[src/ssa_pkg.sv]
// constants and types shared by the sequence set advance controller
package ssa_pkg;
    // register byte offsets on the apb bus
    localparam logic [7:0] OFS_CTRL = 8'h00;
    localparam logic [7:0] OFS_TOTAL = 8'h04;
    localparam logic [7:0] OFS_CMD = 8'h08;
    localparam logic [7:0] OFS_STATUS = 8'h0C;
    // control register field positions
    localparam int CTRL_EN_BIT = 0;
    localparam int CTRL_SRC_LSB = 1;
    localparam int CTRL_RSRC_LSB = 3;
    localparam int CTRL_INV1_BIT = 5;
    localparam int CTRL_INV2_BIT = 6;
    // status register field positions
    localparam int STAT_IDX_LSB = 0;
    localparam int STAT_ACT_BIT = 8;
    localparam int STAT_WAIT_BIT = 9;
    localparam int STAT_EN_BIT = 10;
    localparam int STAT_DROP_LSB = 16;
    // set count limits and reset values
    localparam int MAX_SETS = 64;
    localparam logic [6:0] TOTAL_MAX = 7'h40;
    localparam logic [6:0] TOTAL_RST = 7'h40;
    localparam logic [5:0] IDX_RST = 6'h00;
    localparam logic [7:0] DROP_RST = 8'h00;
    // settling time after a line changes, in ns and in clock cycles
    localparam int CLK_NS = 20;
    localparam int SETTLE_NS = 1000;
    localparam int SETTLE_CYC = (SETTLE_NS + CLK_NS - 1) / CLK_NS;
    // advance source selection
    typedef enum logic [1:0] {
        SRC_ALWAYS = 2'h0,
        SRC_LINE1 = 2'h1,
        SRC_LINE2 = 2'h2,
        SRC_OFF = 2'h3
    } ssa_src_t;
    // restart source selection
    typedef enum logic [1:0] {
        RSRC_NONE = 2'h0,
        RSRC_LINE1 = 2'h1,
        RSRC_LINE2 = 2'h2,
        RSRC_RSVD = 2'h3
    } ssa_rsrc_t;
    // sequencer states, gray coded along off -> load -> run
    typedef enum logic [1:0] {
        ST_OFF = 2'b00,
        ST_LOAD0 = 2'b01,
        ST_RUN = 2'b11
    } ssa_state_t;
endpackage : ssa_pkg

[src/ssa_line_if.sv]
// conditioned input line between line conditioner and controller
`timescale 1ns/1ps
interface ssa_line_if;
    logic level;
    logic busy;
    logic invert;
    modport cond (output level, output busy, input invert);
    modport ctrl (input level, input busy, output invert);
endinterface : ssa_line_if

[src/ssa_line_cond.sv]
// input line synchroniser with invert and change settling window
`timescale 1ns/1ps
module ssa_line_cond #(
    parameter int SETTLE_CYC = ssa_pkg::SETTLE_CYC
) (
    // clock and reset
    input wire logic pclk,
    input wire logic presetn,
    // raw pin
    input wire logic line_in,
    // conditioned line to the controller
    ssa_line_if.cond lif
);
    localparam int CW = $clog2(SETTLE_CYC + 1);
    localparam logic [CW-1:0] CNT_LOAD = CW'(SETTLE_CYC);

    typedef struct packed {
        logic s1;
        logic s2;
        logic s3;
        logic level;
        logic busy;
        logic [CW-1:0] cnt;
    } ssa_cond_t;

    ssa_cond_t r_reg;
    ssa_cond_t r_next;

    // synchronise, invert, and hold busy while the line settles
    always_comb begin
        r_next = r_reg;
        r_next.s1 = line_in;
        r_next.s2 = r_reg.s1;
        r_next.s3 = r_reg.s2;
        r_next.level = r_reg.s2 ^ lif.invert;
        if (r_reg.s2 != r_reg.s3) begin
            r_next.cnt = CNT_LOAD;
            r_next.busy = 1'b1;
        end else if (r_reg.cnt != '0) begin
            r_next.cnt = r_reg.cnt - CW'(1);
            r_next.busy = 1'b1;
        end else begin
            r_next.busy = 1'b0;
        end
    end

    // state register
    always_ff @(posedge pclk or negedge presetn) begin
        if (!presetn) begin
            r_reg <= '0;
        end else begin
            r_reg <= r_next;
        end
    end

    assign lif.level = r_reg.level;
    assign lif.busy = r_reg.busy;
endmodule : ssa_line_cond

[src/ssa_ctrl.sv]
// sequence set advance controller with apb registers
`timescale 1ns/1ps
module ssa_ctrl #(
    parameter int SETTLE_CYC = ssa_pkg::SETTLE_CYC
) (
    // clock and reset
    input wire logic pclk,
    input wire logic presetn,
    // apb slave
    input wire logic [7:0] paddr,
    input wire logic psel,
    input wire logic penable,
    input wire logic pwrite,
    input wire logic [31:0] pwdata,
    output logic [31:0] prdata,
    output logic pready,
    output logic pslverr,
    // pins from the trigger source and line drivers
    input wire logic frame_trig,
    input wire logic line1,
    input wire logic line2,
    // acquisition engine side
    output logic [5:0] set_index,
    output logic set_active,
    output logic set_load,
    output logic acq_start,
    output logic [5:0] acq_set,
    output logic trig_waiting
);
    typedef struct packed {
        ssa_pkg::ssa_state_t st;
        logic en;
        ssa_pkg::ssa_src_t src;
        ssa_pkg::ssa_rsrc_t rsrc;
        logic inv1;
        logic inv2;
        logic [6:0] total;
        logic [5:0] idx;
        logic active;
        logic load_p;
        logic acq_p;
        logic [5:0] acq_set;
        logic wait_o;
        logic [7:0] drop_cnt;
        logic [2:0] trg;
        logic step_req;
        logic pready;
        logic [31:0] prdata;
        logic pslverr;
    } ssa_ctrl_t;

    ssa_ctrl_t r_reg;
    ssa_ctrl_t r_next;
    logic trig_rise;
    logic trig_acc;
    logic line_quiet;
    logic rst_hit;
    logic adv_hit;
    logic adv_level;

    ssa_line_if l1_if();
    ssa_line_if l2_if();

    // line conditioners for both input lines
    ssa_line_cond #(.SETTLE_CYC(SETTLE_CYC)) u_line1 (
        .pclk(pclk),
        .presetn(presetn),
        .line_in(line1),
        .lif(l1_if.cond)
    );
    ssa_line_cond #(.SETTLE_CYC(SETTLE_CYC)) u_line2 (
        .pclk(pclk),
        .presetn(presetn),
        .line_in(line2),
        .lif(l2_if.cond)
    );

    // per-line invert options from the control register
    assign l1_if.invert = r_reg.inv1;
    assign l2_if.invert = r_reg.inv2;

    // next set index with wrap at the end of the cycle
    function automatic logic [5:0] next_idx(input logic [5:0] cur, input logic [6:0] total);
        logic [6:0] last;
        last = total - 7'h01;
        if ({1'b0, cur} >= last) begin
            next_idx = 6'h00;
        end else begin
            next_idx = cur + 6'h01;
        end
    endfunction : next_idx

    // clamp a written set count into the legal range
    function automatic logic [6:0] clamp_total(input logic [31:0] v);
        if (v == 32'h0000_0000) begin
            clamp_total = 7'h01;
        end else if (v > 32'(ssa_pkg::MAX_SETS)) begin
            clamp_total = ssa_pkg::TOTAL_MAX;
        end else begin
            clamp_total = v[6:0];
        end
    endfunction : clamp_total

    // trigger edge, acceptance and source decisions
    assign trig_rise = r_reg.trg[1] & ~r_reg.trg[2];
    // a line change already seen in the synchroniser blocks the trigger before the status drops
    assign line_quiet = r_reg.wait_o & ~(l1_if.busy | l2_if.busy);
    assign trig_acc = trig_rise & line_quiet;
    assign rst_hit = ((r_reg.rsrc == ssa_pkg::RSRC_LINE1) & l1_if.level) |
                     ((r_reg.rsrc == ssa_pkg::RSRC_LINE2) & l2_if.level);
    assign adv_level = (r_reg.src == ssa_pkg::SRC_LINE1) ? l1_if.level : l2_if.level;
    assign adv_hit = (r_reg.src == ssa_pkg::SRC_ALWAYS) |
                     (((r_reg.src == ssa_pkg::SRC_LINE1) | (r_reg.src == ssa_pkg::SRC_LINE2)) & adv_level);

    // sequencer state machine and register access
    always_comb begin
        r_next = r_reg;
        r_next.load_p = 1'b0;
        r_next.acq_p = 1'b0;
        r_next.pready = 1'b0;
        r_next.pslverr = 1'b0;
        r_next.trg = {r_reg.trg[1:0], frame_trig};
        r_next.wait_o = ~(l1_if.busy | l2_if.busy);
        if (trig_rise & ~line_quiet & (r_reg.drop_cnt != 8'hFF)) begin
            r_next.drop_cnt = r_reg.drop_cnt + 8'h01;
        end
        if (trig_acc) begin
            r_next.acq_p = 1'b1;
            r_next.acq_set = r_reg.idx;
        end
        case (r_reg.st)
            ssa_pkg::ST_OFF: begin
                r_next.active = 1'b0;
                r_next.step_req = 1'b0;
                if (r_reg.en) begin
                    r_next.st = ssa_pkg::ST_LOAD0;
                end
            end
            ssa_pkg::ST_LOAD0: begin
                r_next.idx = ssa_pkg::IDX_RST;
                r_next.active = 1'b1;
                r_next.load_p = 1'b1;
                r_next.st = ssa_pkg::ST_RUN;
                r_next.acq_set = ssa_pkg::IDX_RST;
            end
            ssa_pkg::ST_RUN: begin
                if (!r_reg.en) begin
                    r_next.st = ssa_pkg::ST_OFF;
                    r_next.active = 1'b0;
                    r_next.load_p = 1'b1;
                    r_next.step_req = 1'b0;
                end else if (trig_acc & rst_hit) begin
                    r_next.idx = ssa_pkg::IDX_RST;
                    r_next.acq_set = ssa_pkg::IDX_RST;
                    r_next.load_p = 1'b1;
                end else if (trig_acc & adv_hit) begin
                    r_next.idx = next_idx(r_reg.idx, r_reg.total);
                    r_next.acq_set = next_idx(r_reg.idx, r_reg.total);
                    r_next.load_p = 1'b1;
                end else if (!trig_acc & r_reg.step_req) begin
                    r_next.step_req = 1'b0;
                    if (r_reg.src == ssa_pkg::SRC_OFF) begin
                        r_next.idx = next_idx(r_reg.idx, r_reg.total);
                        r_next.load_p = 1'b1;
                    end
                end
            end
            default: begin
                r_next.st = ssa_pkg::ST_OFF;
                r_next.active = 1'b0;
            end
        endcase
        // apb access phase, answered one cycle after it begins
        if (psel & penable & ~r_reg.pready) begin
            r_next.pready = 1'b1;
            r_next.prdata = 32'h0000_0000;
            case (paddr)
                ssa_pkg::OFS_CTRL: begin
                    if (pwrite) begin
                        r_next.en = pwdata[ssa_pkg::CTRL_EN_BIT];
                        r_next.src = ssa_pkg::ssa_src_t'(pwdata[ssa_pkg::CTRL_SRC_LSB +: 2]);
                        r_next.rsrc = ssa_pkg::ssa_rsrc_t'(pwdata[ssa_pkg::CTRL_RSRC_LSB +: 2]);
                        r_next.inv1 = pwdata[ssa_pkg::CTRL_INV1_BIT];
                        r_next.inv2 = pwdata[ssa_pkg::CTRL_INV2_BIT];
                    end else begin
                        r_next.prdata[ssa_pkg::CTRL_EN_BIT] = r_reg.en;
                        r_next.prdata[ssa_pkg::CTRL_SRC_LSB +: 2] = r_reg.src;
                        r_next.prdata[ssa_pkg::CTRL_RSRC_LSB +: 2] = r_reg.rsrc;
                        r_next.prdata[ssa_pkg::CTRL_INV1_BIT] = r_reg.inv1;
                        r_next.prdata[ssa_pkg::CTRL_INV2_BIT] = r_reg.inv2;
                    end
                end
                ssa_pkg::OFS_TOTAL: begin
                    if (pwrite) begin
                        r_next.total = clamp_total(pwdata);
                    end else begin
                        r_next.prdata[6:0] = r_reg.total;
                    end
                end
                ssa_pkg::OFS_CMD: begin
                    if (pwrite & pwdata[0]) begin
                        r_next.step_req = 1'b1; // software_step_command, set wins
                    end
                end
                ssa_pkg::OFS_STATUS: begin
                    if (!pwrite) begin
                        r_next.prdata[ssa_pkg::STAT_IDX_LSB +: 6] = r_reg.idx;
                        r_next.prdata[ssa_pkg::STAT_ACT_BIT] = r_reg.active;
                        r_next.prdata[ssa_pkg::STAT_WAIT_BIT] = r_reg.wait_o;
                        r_next.prdata[ssa_pkg::STAT_EN_BIT] = (r_reg.st != ssa_pkg::ST_OFF);
                        r_next.prdata[ssa_pkg::STAT_DROP_LSB +: 8] = r_reg.drop_cnt;
                    end
                end
                default: begin
                    r_next.pslverr = 1'b1; // unmapped address
                end
            endcase
        end
    end

    // state register
    always_ff @(posedge pclk or negedge presetn) begin
        if (!presetn) begin
            r_reg <= '0;
            r_reg.st <= ssa_pkg::ST_OFF;
            r_reg.src <= ssa_pkg::SRC_ALWAYS;
            r_reg.rsrc <= ssa_pkg::RSRC_NONE;
            r_reg.total <= ssa_pkg::TOTAL_RST;
            r_reg.idx <= ssa_pkg::IDX_RST;
            r_reg.drop_cnt <= ssa_pkg::DROP_RST;
        end else begin
            r_reg <= r_next;
        end
    end

    // outputs straight from the state register
    assign prdata = r_reg.prdata;
    assign pready = r_reg.pready;
    assign pslverr = r_reg.pslverr;
    assign set_index = r_reg.idx;
    assign set_active = r_reg.active;
    assign set_load = r_reg.load_p;
    assign acq_start = r_reg.acq_p;
    assign acq_set = r_reg.acq_set;
    assign trig_waiting = r_reg.wait_o;
endmodule : ssa_ctrl

[config.mk]
export PLATFORM = sky130hd
export DESIGN_NAME = ssa_ctrl
export DESIGN_NICKNAME = d
export VERILOG_FILES = /design/src/ssa_pkg.sv /design/src/ssa_line_if.sv /design/src/ssa_line_cond.sv /design/src/ssa_ctrl.sv
export SDC_FILE = /design/constraint.sdc
export NUM_CORES = 1
export LEC_CHECK = 0
export ABC_AREA = 1
export BUFFER_PORTS_ARGS = -buffer_cell sky130_fd_sc_hd__buf_2
export CELL_PAD_IN_SITES_DETAIL_PLACEMENT = 0
export CELL_PAD_IN_SITES_GLOBAL_PLACEMENT = 1
export CORE_ASPECT_RATIO = 0.6
export CORE_UTILIZATION = 44
export CTS_CLUSTER_SIZE = 16
export DETAILED_ROUTE_END_ITERATION = 16
export PLACE_DENSITY_LB_ADDON = 0.1
export REMOVE_ABC_BUFFERS = 1
export SYNTH_ARGS = -nofsm -noshare
export SYNTH_HDL_FRONTEND = slang
export SYNTH_HIERARCHICAL = 1
export SYNTH_SLANG_ARGS = --single-unit
[constraint.sdc]
create_clock -name pclk -period 2.89 [get_ports pclk]
set_input_delay 0.578 -clock pclk [delete_from_list [all_inputs] [get_ports pclk]]
set_output_delay 0.578 -clock pclk [all_outputs]
set_load 0.005 [all_outputs]
==> key figures <==
Floorplanning
  – Die width: 139 µm
  – Die Ht: 84.5 µm
  – Die ar.: 0.0118 mm²
  – Io pins: 98
  – Core box area: 0.0108 mm²
  – Starting Density: 0.463
  – Row count: 29

STA
  – RSZ-0062 raised after global routing: no
  – Final Cycle Share: 0.764
  – Slew margin rel.: 0.626
  – Final min period: 2.21 ns
  – Worst Max-Slew Pin Slew: 0.561 ns
  – Number of max-slew violations in the final report: 0
  – Hold Slack: 0.230 ns
  – Final clock skew: 0.00723 ns
  – PnR worst setup slack: 0.683 ns
  – Fmax: 0.453 GHz
  – Hold Vio Cnt, Final: 0
  – Setup TNS: 0 ns
  – Final setup violation count: 0

Clocking
  – Reg clk slew, reported paths: 0.06 ns
  – CTS tree: built
  – Total CTS buffers: 9
  – Root buf cell: clkbuf_16
  – CTS resizes: 0
  – CTS Hold Bufs: 0
  – Setup Buffers After CTS: 0
  – H-tree depth: 3
  – Longest Clk Path Bufs: 2
  – CTS sink cnt: 86
  – Clock Latency Late Sink: 0.33 ns

GRT
  – Initial antenna violation count: 0
  – Largest net degree at the start of global routing: 47
  – Number of global-route vias before repair: 3777
  – Gr usage total: 0.199
  – Gr ovfl total: 0
  – First-pass GRT wire length: 18400 µm

Pwr
  – Pwr Density: 593 mW/mm²
  – Leakage: 0.00304 µW
  – VDD IR max: 0.309 mV

Detailed routing
  – Wirelength, routed: 10900 µm
  – Initial DRC Count: 222
  – Via count: 3953
  – DR vias/cell: 4.77
  – Residual DRC: 0
  – Post-DR wirelength/cell: 13.2 µm
  – First drt pass iteration count: 4
  – Post-DRT Antenna Nets: 0

Placed design
  – Placed Instances: 812
  – # port buffers: 83
  – Gp weighted congestion: 0.798
  – Pre-CTS WS: 0.713 ns
  – Estimated wirelength of the detail-placed design: 8410 µm

Final layout
  – Finished Layout Cells: 828
  – Nets: 751
  – Util after Layout: 0.523
  – Antenna diodes: 0
  – Fraction of layout cells with a size suffix above 1: 0.221
  – Final-layout fill cell count: 1037
  – Commonest non-fill, non-tap cell in the layout: nand2_1
  – Max reg flops: 24
  – Layout area overhead: 13.0%
  – Most frequent cells in the layout: nand2_1 (163), dfrtp_1 (85), buf_2 (82)

Outcome
  – Status: finished clean

Synthesis
  – Ys Warns: 6
  – Seq/Total Area, Yosys: 0.432
  – Register bit total from synthesis: 86
  – Count of cell types in the netlist: 37
  – Syn Area/Cell: 7.98 µm²
  – Mapped cell area: 0.00499 mm²
  – Synthesized instance count: 625

Critical path
  – Critical path arrival: 2.45 ns
  – Worst Path Max Fanout: 6
  – Crit end category: flop
  – Critical Path RT: 3.13 ns
  – Setup CP Type: reg -> reg
  – Worst Setup Start Kind: flop

Job
  – Number of max-cap violations: 0

Worst hold path
  – Hold WC Path Type: in -> async
-- synthesized netlist by cell type (all sizes together) --
cell,number,area (µm²)
a21boi,1,11.3
a21o,1,7.51
a21oi,9,48.8
a31oi,1,6.26
a41oi,1,8.76
and3,1,6.26
buf,46,347
clkbuf,3,11.3
conb,1,3.75
dfrtp,85,2130
dfstp,1,26.3
ha,19,238
inv,84,315
nand2,177,724
nand3,52,283
nand3b,1,7.51
nand4,10,62.6
nor2,65,297
nor3,5,30.0
nor4,1,21.3
o21ai,41,231
or2,1,6.26
xnor2,4,35.0
xor2,15,131
-- power by group --
part           leakage, µW  internal [µW]  switching (µW)
Clock             0.000169            831             472
Sequential         0.00110           1310             106
Combinational      0.00177            220             397
Total              0.00304           2370             974
-- per-layer routing --
layer	GRT usage	wire, µm	vias up
met5	0	0	-
met4	0.0364	48	0
met3	0.0491	515	4
met2	0.299	4540	108
met1	0.291	5840	1819
li1	-	-	2022
-- layout make-up --
type / instances / area, µm² / share of cell area
clock inverters: 4 / 77.6 / 0.0138
repair buffers: 84 / 438 / 0.0777
clock buffers: 12 / 267 / 0.0473
flip-flops and latches: 86 / 2150 / 0.382
well taps: 139 / 174 / 0.0309
inverters: 84 / 315 / 0.0560
multi-input cells: 419 / 2210 / 0.392
-- logic make-up (layout without fill, tap and decap cells) --
logic type,after synthesis,count (layout),share of synthesized area
and+or+nand+nor,313,313,0.288
buffers and inverters,133,184,0.135
DFF,86,86,0.432
AOI/OAI and AO/OA,54,54,0.0630
adders and majority gates,19,19,0.0477
xor gates and xnor gates,19,19,0.0334
other,1,14,0.000752
-- worst paths after layout --
check	startpoint	end	slack, ns	cells past startpoint
max	r_reg[62]$_DFFE_PN0P_	acq_set[0]$_DFF_PN0_	0.68	12
min	presetn	acq_set[2]$_DFF_PN0_	0.23	1
max reg2reg	r_reg[62]$_DFFE_PN0P_	acq_set[0]$_DFF_PN0_	0.68	12
min reg2reg	u_line1/r_next[9]$_DFF_PN0_	u_line1/r_next[8]$_DFF_PN0_	0.35	0
max in group asynchronous	presetn	prdata[5]$_DFFE_PN0P_	2.02	2
min in group pclk	line1	u_line1/r_next[9]$_DFF_PN0_	0.35	1
-- worst max-delay path, stage by stage (launching register included) --
cell and delay (ns):
dfrtp_1 0.40, inv_1 0.11, ha_1 0.18, nand2_1 0.06, nor2_1 0.16, xnor2_1 0.14
ha_1 0.26, a21o_1 0.16, a21oi_1 0.13, nand2_1 0.07, nand2_1 0.18, nand2_1 0.10
o21ai_0 0.18
-- metrics by stage --
step                instance area, µm²  total power (µW)
floorplan                         4680              1840
global placement                  5290              2040
detailed placement                5290              2050
CTS                               5630              3370
global route                      5630              3540
finish                            5630              3340
Note: power is estimated with default switching activity, not from simulation.
